**config.mk**
```make
export PLATFORM = sky130hd
export DESIGN_NAME = tic_counter
export DESIGN_NICKNAME = d
export VERILOG_FILES = /design/src/tic_pkg_sync.sv /design/src/tic_counter.sv
export SDC_FILE = /design/constraint.sdc
export NUM_CORES = 1
export LEC_CHECK = 0
export BUFFER_PORTS_ARGS = -buffer_cell sky130_fd_sc_hd__clkbuf_2
export CORE_AREA = 2 2 237 239
export CTS_CLUSTER_DIAMETER = 120
export DETAILED_ROUTE_END_ITERATION = 8
export DIE_AREA = 0 0 239 241
export HOLD_SLACK_MARGIN = 0.08
export PLACE_DENSITY = 0.64
export SLEW_MARGIN = 25
export SYNTH_ARGS = -nofsm -noshare
export SYNTH_HDL_FRONTEND = slang
export SYNTH_SLANG_ARGS = --single-unit
export TNS_END_PERCENT = 10
```
**constraint.sdc**
```tcl
create_clock -name clk_i -period 13.1 [get_ports clk_i]
set_input_delay 1.965 -clock clk_i [delete_from_list [all_inputs] [get_ports clk_i]]
set_output_delay 1.965 -clock clk_i [all_outputs]
set_load 0.01 [all_outputs]
```
**src/tic_pkg_sync.sv**
```systemverilog
// Constants for the time interval counter, plus its pin synchroniser.
// Assumes one clock; pins are asynchronous to it.
package tic_pkg;
	localparam int TIC_AW = 4;
	localparam int TIC_DW = 32;
	localparam logic [TIC_AW-1:0] OFS_CTRL = 4'h0;
	localparam logic [TIC_AW-1:0] OFS_STATUS = 4'h4;
	localparam logic [TIC_AW-1:0] OFS_RESULT = 4'h8;
	localparam logic [TIC_AW-1:0] OFS_COUNT = 4'hC;
	localparam int CTRL_RUN = 0;
	localparam int CTRL_MODE = 1;
	localparam int CTRL_TIMING = 3;
	localparam int CTRL_WIDTH_EDGE = 5;
	localparam int CTRL_START_EDGE = 6;
	localparam int CTRL_END_EDGE = 7;
	localparam int CTRL_ARM_EN = 8;
	localparam int CTRL_ARM_POL = 9;
	localparam int CTRL_DECODE = 10;
	localparam int CTRL_ARM_SRC = 12;
	localparam int CTRL_TB_SRC = 14;
	localparam int CTRL_SMP_SRC = 16;
	localparam int CTRL_BITS = 18;
	localparam logic [CTRL_BITS-1:0] CTRL_RESET = 18'h0;
	localparam int STAT_ARMED = 0;
	localparam int STAT_VALID = 1;
	localparam int STAT_OVERFLOW = 2;
	localparam int STAT_MEASURING = 3;
	localparam int ONBOARD_TB_HZ = 100_000_000;
	localparam int CLK_HZ = 100_000_000;
	typedef enum logic [1:0] {
		MODE_WIDTH = 2'b00,
		MODE_TWO_EDGE = 2'b01,
		MODE_QUAD = 2'b10,
		MODE_OFF = 2'b11
	} tic_mode_t;
	typedef enum logic [1:0] {
		TIM_ON_DEMAND = 2'b00,
		TIM_IMPLICIT = 2'b01,
		TIM_SAMPLE = 2'b10,
		TIM_RSVD = 2'b11
	} tic_timing_t;
	typedef enum logic [1:0] {
		DEC_SINGLE = 2'b00,
		DEC_DOUBLE = 2'b01,
		DEC_QUAD = 2'b10,
		DEC_RSVD = 2'b11
	} tic_decode_t;
	typedef enum logic [1:0] {
		ST_IDLE = 2'b00,
		ST_WAIT = 2'b01,
		ST_MEAS = 2'b10,
		ST_HOLD = 2'b11
	} tic_state_t;
endpackage : tic_pkg

`timescale 1ns/1ps
`default_nettype none

module tic_pin_sync #(
	parameter int N = 4
) (
	// Clock and reset
	input wire logic clk_i,
	input wire logic arst_n_i,
	input wire logic ce_i,
	// Pins
	input wire logic [N-1:0] pin_i,
	// Synchronised level and edges
	output logic [N-1:0] lvl_o,
	output logic [N-1:0] rise_o,
	output logic [N-1:0] fall_o
);
	logic [N-1:0] s1_q;
	logic [N-1:0] s2_q;
	logic [N-1:0] s3_q;

	// Two stages, then a history stage for edges
	always_ff @(posedge clk_i or negedge arst_n_i) begin
		if (!arst_n_i) begin
			s1_q <= '0;
			s2_q <= '0;
			s3_q <= '0;
		end else if (ce_i) begin
			s1_q <= pin_i;
			s2_q <= s1_q;
			s3_q <= s2_q;
		end
	end

	assign lvl_o = s2_q;
	assign rise_o = s2_q & ~s3_q;
	assign fall_o = ~s2_q & s3_q;
endmodule : tic_pin_sync

`default_nettype wire

```
**src/tic_counter.sv**
```systemverilog
// Time interval counter: pulse width, two-edge separation, quadrature.
// Assumes a plain register port and pins asynchronous to clk_i.
// What this block does
// - Width counts timebase edges while input active
// - Partial pulse at arming is ignored
// - Default measures high pulse, rise to fall
// - Starting edge selects high or low pulse
// - On-demand width: hold result until read
// - Implicit width: buffer every pulse
// - Sample clock stores latest complete width
// - Start by software or arm trigger edge
// - Trigger during active input: next full pulse
// - Timebase selectable, onboard clock by default
// - Two-edge: first input edge to second
// - Both edges rising by default, independently set
// - On-demand two-edge: hold interval until read
// - Implicit two-edge: buffer every pair
// - Sample clock stores latest complete pair
// - Quadrature counts up A leads, down B
// - Steps per cycle set by decode type
// - Single on A, double both A, quad all
`timescale 1ns/1ps
`default_nettype none

module tic_counter
	import tic_pkg::*;
#(
	parameter int NPFI = 4,
	parameter int FIFO_DEPTH = 8,
	parameter int CNT_W = TIC_DW
) (
	// Clock, reset, enable
	input wire logic clk_i,
	input wire logic arst_n_i,
	input wire logic ce_i,
	// Register port
	input wire logic [TIC_AW-1:0] addr_i,
	input wire logic [TIC_DW-1:0] wdata_i,
	input wire logic wr_i,
	input wire logic rd_i,
	output logic [TIC_DW-1:0] rdata_o,
	// Function input pins
	input wire logic [NPFI-1:0] programmable_function_input_i
);
	localparam int PW = $clog2(FIFO_DEPTH);

	initial begin
		if (NPFI < 3 || NPFI > 4 || CNT_W != TIC_DW || FIFO_DEPTH < 2 || (1 << PW) != FIFO_DEPTH) begin
			$error("tic_counter: unsupported parameters");
		end
	end

	logic [NPFI-1:0] pin_lvl;
	logic [NPFI-1:0] pin_rise;
	logic [NPFI-1:0] pin_fall;

	tic_pin_sync #(.N(NPFI)) u_sync (
		.clk_i(clk_i),
		.arst_n_i(arst_n_i),
		.ce_i(ce_i),
		.pin_i(programmable_function_input_i),
		.lvl_o(pin_lvl),
		.rise_o(pin_rise),
		.fall_o(pin_fall)
	);

	logic [CTRL_BITS-1:0] ctrl_q;
	logic armed_q;
	logic ovf_q;
	tic_state_t state_q;
	tic_state_t state_d;
	logic [CNT_W-1:0] cnt_q;
	logic [CNT_W-1:0] result_q;
	logic [CNT_W-1:0] latest_q;
	logic latest_vld_q;
	logic [CNT_W-1:0] pos_q;
	logic [TIC_DW-1:0] rdata_q;
	logic [CNT_W-1:0] mem [FIFO_DEPTH];
	logic [PW:0] wp_q;
	logic [PW:0] rp_q;

	// Configuration decode
	wire tic_mode_t mode = tic_mode_t'(ctrl_q[CTRL_MODE +: 2]);
	wire tic_timing_t timing = tic_timing_t'(ctrl_q[CTRL_TIMING +: 2]);
	wire tic_decode_t decode = tic_decode_t'(ctrl_q[CTRL_DECODE +: 2]);
	wire logic run = ctrl_q[CTRL_RUN];
	wire logic width_start_edge_select = ctrl_q[CTRL_WIDTH_EDGE];
	wire logic start_event_edge_select = ctrl_q[CTRL_START_EDGE];
	wire logic end_event_edge_select = ctrl_q[CTRL_END_EDGE];
	wire logic arm_en = ctrl_q[CTRL_ARM_EN];
	wire logic arm_trigger_polarity = ctrl_q[CTRL_ARM_POL];
	wire logic [1:0] arm_trigger_source = ctrl_q[CTRL_ARM_SRC +: 2];
	wire logic [1:0] timebase_source_select = ctrl_q[CTRL_TB_SRC +: 2];
	wire logic [1:0] smp_src = ctrl_q[CTRL_SMP_SRC +: 2];

	// Edge of the chosen polarity on a pin
	function automatic logic pick_edge(input logic [1:0] sel, input logic fall_sel,
			input logic [NPFI-1:0] rise, input logic [NPFI-1:0] fall);
		pick_edge = fall_sel ? fall[sel] : rise[sel];
	endfunction : pick_edge

	// Register port decode
	wire logic ctrl_wr = ce_i && wr_i && addr_i == OFS_CTRL;
	wire logic cnt_wr = ce_i && wr_i && addr_i == OFS_COUNT;
	wire logic rd_result = ce_i && rd_i && addr_i == OFS_RESULT;

	wire logic tb_tick = (timebase_source_select == 2'b00) ? 1'b1
		: pin_rise[timebase_source_select];
	wire logic trig_ev = pick_edge(arm_trigger_source, arm_trigger_polarity, pin_rise, pin_fall);
	wire logic smp_ev = pin_rise[smp_src];
	wire logic active = armed_q && run;

	// input 0 rising starts by default
	wire logic w_start = width_start_edge_select ? pin_fall[0] : pin_rise[0];
	wire logic w_end = width_start_edge_select ? pin_rise[0] : pin_fall[0];
	wire logic e_start = pick_edge(2'b00, start_event_edge_select, pin_rise, pin_fall);
	wire logic e_end = pick_edge(2'b01, end_event_edge_select, pin_rise, pin_fall);
	wire logic start_ev = (mode == MODE_WIDTH) ? w_start : (mode == MODE_TWO_EDGE) && e_start;
	wire logic end_ev = (mode == MODE_WIDTH) ? w_end : (mode == MODE_TWO_EDGE) && e_end;

	wire logic [CNT_W-1:0] meas_val = cnt_q + CNT_W'(tb_tick);
	wire logic done = ce_i && active && state_q == ST_MEAS && end_ev;
	wire logic restart = done && start_ev && timing != TIM_ON_DEMAND;

	// Buffer control
	wire logic [PW:0] fill = wp_q - rp_q;
	wire logic empty = fill == '0;
	wire logic full = fill == (PW+1)'(FIFO_DEPTH);
	wire logic buffered = timing == TIM_IMPLICIT || timing == TIM_SAMPLE;
	wire logic pop = rd_result && buffered && !empty;
	wire logic push_imp = done && timing == TIM_IMPLICIT;
	wire logic push_smp = ce_i && active && timing == TIM_SAMPLE && smp_ev
		&& (mode == MODE_QUAD || latest_vld_q);
	wire logic push_req = (push_imp || push_smp) && !ctrl_wr;
	wire logic push = push_req && !full;
	wire logic [CNT_W-1:0] push_val = push_imp ? meas_val
		: (mode == MODE_QUAD) ? pos_q : latest_q;

	// decode type sets steps per cycle
	wire logic a_lv = pin_lvl[0];
	wire logic b_lv = pin_lvl[1];
	wire logic up1 = pin_rise[0] && !b_lv;
	wire logic dn1 = pin_fall[0] && !b_lv;
	wire logic up2 = up1 || (pin_fall[0] && b_lv);
	wire logic dn2 = dn1 || (pin_rise[0] && b_lv);
	wire logic up4 = up2 || (pin_rise[1] && a_lv) || (pin_fall[1] && !a_lv);
	wire logic dn4 = dn2 || (pin_rise[1] && !a_lv) || (pin_fall[1] && a_lv);
	wire logic q_up = (decode == DEC_SINGLE) ? up1 : (decode == DEC_DOUBLE) ? up2
		: (decode == DEC_QUAD) && up4;
	wire logic q_dn = (decode == DEC_SINGLE) ? dn1 : (decode == DEC_DOUBLE) ? dn2
		: (decode == DEC_QUAD) && dn4;
	wire logic q_step = active && mode == MODE_QUAD && (q_up != q_dn);

	// Measurement sequencer
	always_comb begin
		state_d = state_q;
		unique case (state_q)
			ST_IDLE: begin
				if (active && mode != MODE_QUAD && mode != MODE_OFF) begin
					state_d = ST_WAIT;
				end
			end
			// only a fresh start edge begins
			ST_WAIT: begin
				if (start_ev) begin
					state_d = ST_MEAS;
				end
			end
			ST_MEAS: begin
				if (end_ev) begin
					state_d = (timing == TIM_ON_DEMAND) ? ST_HOLD : restart ? ST_MEAS : ST_WAIT;
				end
			end
			ST_HOLD: begin
				if (rd_result) begin
					state_d = ST_WAIT;
				end
			end
		endcase
	end

	always_ff @(posedge clk_i or negedge arst_n_i) begin
		if (!arst_n_i) begin
			ctrl_q <= CTRL_RESET;
			armed_q <= 1'b0;
			state_q <= ST_IDLE;
		end else if (ce_i) begin
			if (ctrl_wr) begin
				ctrl_q <= wdata_i[CTRL_BITS-1:0];
				armed_q <= 1'b0;
				state_q <= ST_IDLE;
			end else begin
				if (run && !armed_q && (!arm_en || trig_ev)) begin
					armed_q <= 1'b1;
				end
				state_q <= active ? state_d : ST_IDLE;
			end
		end
	end

	always_ff @(posedge clk_i or negedge arst_n_i) begin
		if (!arst_n_i) begin
			cnt_q <= '0;
		end else if (ce_i) begin
			if (state_q != ST_MEAS || restart) begin
				cnt_q <= '0;
			end else begin
				cnt_q <= meas_val;
			end
		end
	end

	always_ff @(posedge clk_i or negedge arst_n_i) begin
		if (!arst_n_i) begin
			result_q <= '0;
			latest_q <= '0;
			latest_vld_q <= 1'b0;
		end else if (ce_i) begin
			if (done && timing == TIM_ON_DEMAND) begin
				result_q <= meas_val;
			end
			if (ctrl_wr) begin
				latest_vld_q <= 1'b0;
			end else if (done) begin
				latest_q <= meas_val;
				latest_vld_q <= 1'b1;
			end
		end
	end

	always_ff @(posedge clk_i or negedge arst_n_i) begin
		if (!arst_n_i) begin
			pos_q <= '0;
		end else if (cnt_wr) begin
			pos_q <= wdata_i;
		end else if (ce_i && q_step) begin
			pos_q <= q_up ? pos_q + CNT_W'(1) : pos_q - CNT_W'(1);
		end
	end

	// Result buffer; overflow drops and flags
	always_ff @(posedge clk_i) begin
		if (push) begin
			mem[wp_q[PW-1:0]] <= push_val;
		end
	end

	always_ff @(posedge clk_i or negedge arst_n_i) begin
		if (!arst_n_i) begin
			wp_q <= '0;
			rp_q <= '0;
			ovf_q <= 1'b0;
		end else if (ce_i) begin
			if (ctrl_wr) begin
				wp_q <= '0;
				rp_q <= '0;
				ovf_q <= 1'b0;
			end else begin
				wp_q <= push ? wp_q + (PW+1)'(1) : wp_q;
				rp_q <= pop ? rp_q + (PW+1)'(1) : rp_q;
				ovf_q <= ovf_q || (push_req && full);
			end
		end
	end

	// Read data mux
	wire logic valid = (timing == TIM_ON_DEMAND) ? state_q == ST_HOLD : !empty;
	wire logic [CNT_W-1:0] head = empty ? '0 : mem[rp_q[PW-1:0]];
	wire logic [TIC_DW-1:0] status_word = {28'h0, state_q == ST_MEAS, ovf_q, valid, armed_q};
	wire logic [TIC_DW-1:0] rd_mux = (addr_i == OFS_CTRL) ? {14'h0, ctrl_q}
		: (addr_i == OFS_STATUS) ? status_word
		: (addr_i == OFS_RESULT) ? (buffered ? head : result_q)
		: (addr_i == OFS_COUNT) ? pos_q : 32'h0;

	always_ff @(posedge clk_i or negedge arst_n_i) begin
		if (!arst_n_i) begin
			rdata_q <= '0;
		end else if (ce_i) begin
			rdata_q <= rd_i ? rd_mux : 32'h0;
		end
	end

	assign rdata_o = rdata_q;
endmodule : tic_counter

`default_nettype wire

```
==> summary.md, run 1 <==
| Metric | Value |
|---|---|
| Final ANT Viol Nets | `0` |
| DP HPWL | `37800 µm` |
| Synth Flop Type | `edfxtp_1` |
| Synth top area share | `between 30% and 40%` |
| Top-count cell post-synth | `nand2_1` |
| Max-cap viol count | `0` |
| First-pass GRT wire length | `87700 µm` |
| Initial DRC Count | `1627` |
| Total number of vias | `15200` |
| Router iterations before antenna repair | `8` |
| Area leader, netlist | `edfxtp_1` |
| Multiplexer share of the synthesized area | `roughly 8.9%` |
| Slew margin rel. | `32.5%` |
| Worst setup SP type | `input port` |
| M1 WL | `between 20000 and 30000 µm` |
| Share of cells above drive strength 1 | `approximately 16%` |
| Tmin final | `5360 ps` |
| Final clock skew | `13.1 ps` |
| Synth top cells by count | `nand2_1, edfxtp_1, dfrtp_1` |
| Area share of xor/xnor cells in the synthesized design | `about 2.6%` |
| Initial cell density of the core | `39.7%` |
| Worst Path Max Fanout | `66` |
| Yosys reg bits | `459` |
| Main area contributors after synthesis | `edfxtp_1, dfrtp_1, mux4_2` |
| Worst Path Buf+Inv | `4` |
| Outcome | `finished clean` |
| Clock latency on the worst-skew pair | `590 ps` |
| Static Leak | `9.26 nW` |
| Slew @ Worst Pin | `approximately 1000 ps` |
| Tot GR Track Use | `just under 20%` |
| Vias in the first global route | `14700` |
| Routed length on met2 | `25500 µm` |
| Filler Cell Count | `4977` |
| Cell-internal power | `2.62 mW` |
| Residual DRC | `0` |
| Syn Std Cell Area | `21800 µm²` |
| Post-synth ARST share | `44.2%` |
| Longest Clk Path Bufs | `3` |
| Kind of critical path | `in2reg` |
| CTS tree | `built` |
| Slowest cell delay on critical path | `830 ps` |
| PortBufs | `76` |
| Synth Area in Adders | `0.862%` |
| Yosys cell types | `83` |
| Sequential Power Share | `46.7%` |
| Worst min path class | `reg2reg` |
| Final setup viols | `0` |
| Hold_buf cts | `0` |
| Crit share post-route | `40.9%` |
| Clk root buf | `clkbuf_16` |
| Top Layer Used | `met5` |
| Core Region | `54900 µm²` |
| Die Span Y | `241 µm` |
| Compound-Gate Fraction of Synth Area | `11.7%` |
| Max Freq | `187 MHz` |
| Data arrival time of the critical path | `between 5000 and 6000 ps` |
| DR WL/cell | `21.6 µm` |
| Register area | `12800 µm²` |
| Footprint of the multi-input gates | `8440 µm²` |
| CTS Sinks | `459` |
| Nets | `1944` |
| Synthesis-to-finish area growth | `12.0%` |
| Mean Syn Cell Area | `between 10 and 15 µm²` |
| CTS buffer count | `47` |
| Final hold violations | `0` |
| Clk pwr share | `about a third` |
| RSZ-0062 raised after global routing | `no` |
| Yosys Warn Count | `0` |
| Crit path max-delay family | `simple AND/OR/NAND/NOR gates` |
| Synth Instances | `1856` |
| Power Dens Cells | `155 nW/µm²` |
| Post-CTS setup buffer count | `0` |
| Hold WS | `480 ps` |
| Grt ovf | `0` |
| Pin count of the biggest net entering global routing | `a little over 100` |
| EDFF count, synth | `between 200 and 300` |
| Peak supply drop | `about 0.090 mV` |
| CP dominant cell by count | `buf_4` |
| Setup TNS | `0 ps` |
| Initial antenna violation count | `1` |
| Crit-path cells | `clkbuf_2, buf_4, and3_1, and2_1, o2111ai_4, buf_4, a32oi_1, and2_1, nand2_1, nor3b_2, buf_4` |
| Net Sw Frac | `30.8%` |
| CTS clock-pin slew for the worst setup and hold paths | `60 ps` |
| Vias per inst | `about 5.8` |
| Htree depth | `2` |
| Met3 Routed Length | `3930 µm` |
| Row count | `86` |
| Worst path slowest cell | `nor3b_2` |
| # diodes | `0` |
| Die Width | `239 µm` |
| Seq/Total Area, Yosys | `58.6%` |
| Net Sw Power | `~1.2 mW` |
| Gate power share | `18.4%` |
| Synthesized Nets | `1916` |
| Worst Path Required | `13360 ps` |
| CTS resizes | `0` |
| Crit end category | `flop` |
| Simple-gate area share of the yosys netlist | `14.2%` |
| Drt total wl | `around 57000 µm` |
| GPL Wtd Cong | `between 0.8 and 0.9` |
| Final core occ | `between 40% and 50%` |
| Final Max Tran Viols | `0` |
| Die Footprint | `57600 µm²` |
| Main combinational cell family by area after synthesis | `simple AND/OR/NAND/NOR gates` |
| # IOs | `between 70 and 80` |
==> power groups by stage <==
stage                     sequential (mW)  combinational (mW)  clock, mW
final                                1.77               0.696       1.32
after CTS                            1.76               0.689       1.35
after global placement               1.79               0.674          0
after global routing                 1.78               0.758       1.40
after detailed placement             1.79               0.688          0
after floorplan                      1.69               0.524          0
==> per-stage QoR <==
stage	instance area [µm²]	instances	total power [mW]	setup slack [ps]
floorplan	21800	1856	2.22	6900
global placement	22800	2537	2.47	7110
detailed placement	22800	2539	2.48	7040
CTS	24400	2625	3.80	7660
global route	24400	2625	3.94	7410
finish	24400	2625	3.79	7740
==> metal layers <==
layer,GRT usage [%],vias to the layer above
met5,0,-
li1,-,6921
met3,2.84,91
met2,30.3,522
met1,29.1,7636
met4,6.38,2
==> registers in the layout (all words and copies together), names as in the netlist, 18 cells and up <==
| name | flops |
|---|---|
| latest_q | 32 |
| rdata_o | 32 |
| pos_q | 32 |
| cnt_q | 32 |
| mem | 256 |
| result_q | 32 |
| ctrl_q | 18 |
==> layout make-up <==
type	instances	share of cell area [%]
Clock buffer	59	5.46
Clock inverter	27	0.841
Inverter	20	0.308
Multi-Input combinational cell	1246	34.6
Sequential cell	459	52.4
Tap cell	704	3.61
Timing Repair Buffer	110	2.81
==> final timing paths <==
path	startpoint	end	slack, ps	cells past startpoint
worst max-delay path	ce_i	mem[3][27]$_DFFE_PP_	7740	11
worst min-delay path	latest_q[8]$_DFFE_PN0P_	latest_q[8]$_DFFE_PN0P_	480	2
worst max register to register	rp_q[1]$_DFFE_PN0P_	mem[3][27]$_DFFE_PP_	8270	11
worst min register to register	latest_q[8]$_DFFE_PN0P_	latest_q[8]$_DFFE_PN0P_	480	2
max in group asynchronous	arst_n_i	latest_q[17]$_DFFE_PN0P_	9650	3
min in group asynchronous	arst_n_i	u_sync.lvl_o[2]$_DFFE_PN0P_	1480	1
==> logic make-up (layout without fill, tap and decap cells) <==
family	Yosys count	in the layout
AO/OA/AOI/OAI	393	393
XOR/XNOR	65	65
adder cells (fa/ha/maj)	15	15
buffers and inverters	151	216
flip-flops	459	459
multiplexers	110	110
AND/OR/NAND/NOR	663	663
==> worst reg2reg max path, cell delays in order, from the launching register on <==
cell,delay (ps)
dfrtp_2,340
buf_4,740
inv_1,140
ha_1,350
nor2b_1,150
o21a_1,200
or3b_2,450
a32oi_1,440
and2_1,220
nand2_1,170
nor3b_2,830
buf_4,470
==> cell usage in the layout, fill, tap and decap left out, types with 23 or more instances in the layout <==
master,synthesis,final
a21o_1,29,29
xnor2_1,34,34
buf_4,1,32
nand3_1,39,39
dfrtp_1,203,201
nand2b_1,23,23
clkbuf_2,0,75
clkbuf_16,0,48
mux4_2,65,65
edfxtp_1,256,256
nand2_1,328,327
nor3_1,40,37
nor2_1,93,89
a21oi_1,79,79
mux2i_1,28,28
xor2_1,31,31
o21ai_0,132,113
No activity file was read; power rests on OpenSTA's default activity.
==> inputs of run 2 (changes only) <==
==> constraint.sdc (replaced) <==
create_clock -name clk_i -period 5.5 [get_ports clk_i]
set_input_delay 0.825 -clock clk_i [delete_from_list [all_inputs] [get_ports clk_i]]
set_output_delay 0.825 -clock clk_i [all_outputs]
set_load 0.01 [all_outputs]
==> run 2 against run 1 <==
  * Register-to-register slack got worse by 7000 ps
  * Die area did not move
  * Non-clock buffer count rose by 7
  * Count of clock-buffer cells in the layout rose by 1
  * Sequential power rose by 140%
  * Flip-flop and latch count did not move
  * Via count rose by 1.9%
  * Critical path type is now reg2reg
  * Largest power group unchanged
==> summary.md, run 2 (same netlist as run 1, synthesis figures left out) <==
| Metric | Value |
|---|---|
| Inst Count DP | `2546` |
| Slew margin rel. | `26.8%` |
| Cell-internal power | `approximately 6.2 mW` |
| Non-Filler Instances | `between 2000 and 3000` |
| Outcome | `finished clean` |
| Power Dens Cells | `370 nW/µm²` |
| Nets | `1952` |
| Sequential Power Share | `between 40% and 50%` |
| Post-route cell area | `24400 µm²` |
| CTS tree | `built` |
| Slowest cell delay on critical path | `slightly below 800 ps` |
| Max-cap viol count | `0` |
| Die Footprint | `57600 µm²` |
| Post-CTS setup buffer count | `0` |
| Kind of critical path | `reg2reg` |
| Vias per inst | `about 5.9` |
| PortBufs | `76` |
| DR WL/cell | `22.7 µm` |
| Hold WS | `253 ps` |
| Final core occ | `around 44%` |
| Pin count of the biggest net entering global routing | `125` |
| R2R Path Start | `u_sync.lvl_o[1]$_DFFE_PN0P_` |
| Data arrival time of the critical path | `4740 ps` |
| Worst Path Buf+Inv | `0` |
| Worst Setup EP | `pos_q[28]$_DFFE_PN0P_` |
| Static Leak | `9.26 nW` |
| Hold_buf cts | `0` |
| Critical path depth | `12` |
| Clk pwr share | `between 30% and 40%` |
| Worst path slowest cell | `a222oi_1` |
| Worst min path class | `in2async` |
| Drt total wl | `59900 µm` |
| Worst setup SP type | `flop` |
| Crit path max-delay family | `compound AO/OA/AOI/OAI gates` |
| Clock latency on the worst-skew pair | `roughly 600 ps` |
| Vias in the first global route | `roughly 15000` |
| Total power | `9.01 mW` |
| First-pass GRT wire length | `91300 µm` |
| Total number of vias | `around 15000` |
| Initial DRC Count | `1719` |
| Worst Path Required | `~6000 ps` |
| Peak supply drop | `0.236 mV` |
| Row count | `86` |
| Die Span Y | `between 200 and 250 µm` |
| Crit share post-route | `77.6%` |
| # IOs | `77` |
| CTS buffer count | `48` |
| DP HPWL | `39300 µm` |
| Max Freq | `234 MHz` |
| Worst Path Max Fanout | `13` |
| RSZ-0062 raised after global routing | `no` |
| Grt ovf | `0` |
| Share of cells above drive strength 1 | `16.3%` |
| Placed Area | `22900 µm²` |
| Tot GR Track Use | `20.8%` |
| Path depth of the worst reg2reg path | `12` |
| CTS clock-pin slew for the worst setup and hold paths | `60 ps` |
| Core Region | `between 50000 and 60000 µm²` |
| Net Sw Frac | `a little under a third` |
| Slew @ Worst Pin | `1090 ps` |
| Router iterations before antenna repair | `6` |
| Most common cell after layout, fill and taps aside | `nand2_1` |
| Die Width | `~240 µm` |
| # diodes | `0` |
| Highest-count cells in the layout ignoring fill and taps | `nand2_1, edfxtp_1, dfrtp_1` |
| Initial antenna violation count | `0` |
| Final ANT Viol Nets | `0` |
| Final hold violations | `0` |
| Max reg flops | `256` |
| Final setup viols | `0` |
| Gate power share | `18.9%` |
| Crit-path cells | `and4bb_2, a311oi_2, nor2_1, xnor2_1, ha_1, nor3_1, and4_2, a21o_2, a222oi_1, nand3_1, o2111a_1, a211o_1` |
| Final Max Tran Viols | `0` |
| Clk root buf | `clkbuf_16` |
| Net Sw Power | `2.83 mW` |
| Htree depth | `2` |
| Longest Clk Path Bufs | `3` |
| Tmin final | `between 4000 and 5000 ps` |
| Worst reg-to-reg setup slack | `1230 ps` |
| Start point of the critical path | `u_sync.lvl_o[1]$_DFFE_PN0P_` |
| CTS Sinks | `459` |
| GPL Wtd Cong | `0.904` |
| Residual DRC | `0` |
| CTS resizes | `0` |
| Initial cell density of the core | `around two fifths` |
| Crit end category | `flop` |
| Final clock skew | `24.7 ps` |
| Worst r2r dst | `pos_q[28]$_DFFE_PN0P_` |
| Synthesis-to-finish area growth | `11.9%` |
-- run 2: worst min-delay path by stage --
stage / startpoint / end / slack [ps] / cells after the start
after CTS: arst_n_i / ctrl_q[12]$_DFFE_PN0P_ / 280 / 1
after global placement: latest_q[15]$_DFFE_PN0P_ / latest_q[15]$_DFFE_PN0P_ / 460 / 2
final: arst_n_i / armed_q$_DFFE_PN0P_ / 250 / 1
after global routing: arst_n_i / ctrl_q[12]$_DFFE_PN0P_ / 310 / 1
after detailed placement: latest_q[14]$_DFFE_PN0P_ / latest_q[14]$_DFFE_PN0P_ / 470 / 2
after floorplan: latest_q[10]$_DFFE_PN0P_ / latest_q[10]$_DFFE_PN0P_ / 450 / 2
-- run 2: layer usage --
metal,vias up,track usage (%),wire (µm),share of wire (%)
li1,6943,-,-,-
met1,7835,29.9,26900,45
met2,587,32.0,27000,45
met3,90,4.15,4560,7.6
met4,0,6.08,1380,2.3
met5,-,0,0,0
-- run 2: layout make-up --
type	instances	area, µm²
sequential	459	12800
clock buffer	60	1280
clock inverter	27	214
timing repair buffer	117	713
multi-input combinational	1246	8440
inverter	20	75.1
tap	704	881
fill	4978	30500
-- run 2: power by group through the flow --
stage	Clock, mW	Combinational (mW)	Sequential, mW
after CTS	3.15	1.68	4.21
after floorplan	0	1.25	4.03
after detailed placement	0	1.68	4.27
final	3.10	1.70	4.21
after global routing	3.28	1.84	4.24
after global placement	0	1.65	4.27
-- run 2: stage by stage --
| step | TNS, ps | setup WS (ps) |
|---|---|---|
| after floorplan | -21550 | -224 |
| after global placement | 0 | 1430 |
| after detailed placement | 0 | 1330 |
| after CTS | 0 | 1300 |
| after global routing | 0 | 972 |
| final | 0 | 1230 |
-- run 2: worst reg2reg max path: stages (launching register included) --
cell and delay, ps:
dfrtp_1 620, and4bb_2 300, a311oi_2 680, nor2_1 170, xnor2_1 180, ha_1 260, nor3_1 80, and4_2 240
a21o_2 200, a222oi_1 770, nand3_1 200, o2111a_1 210, a211o_1 220
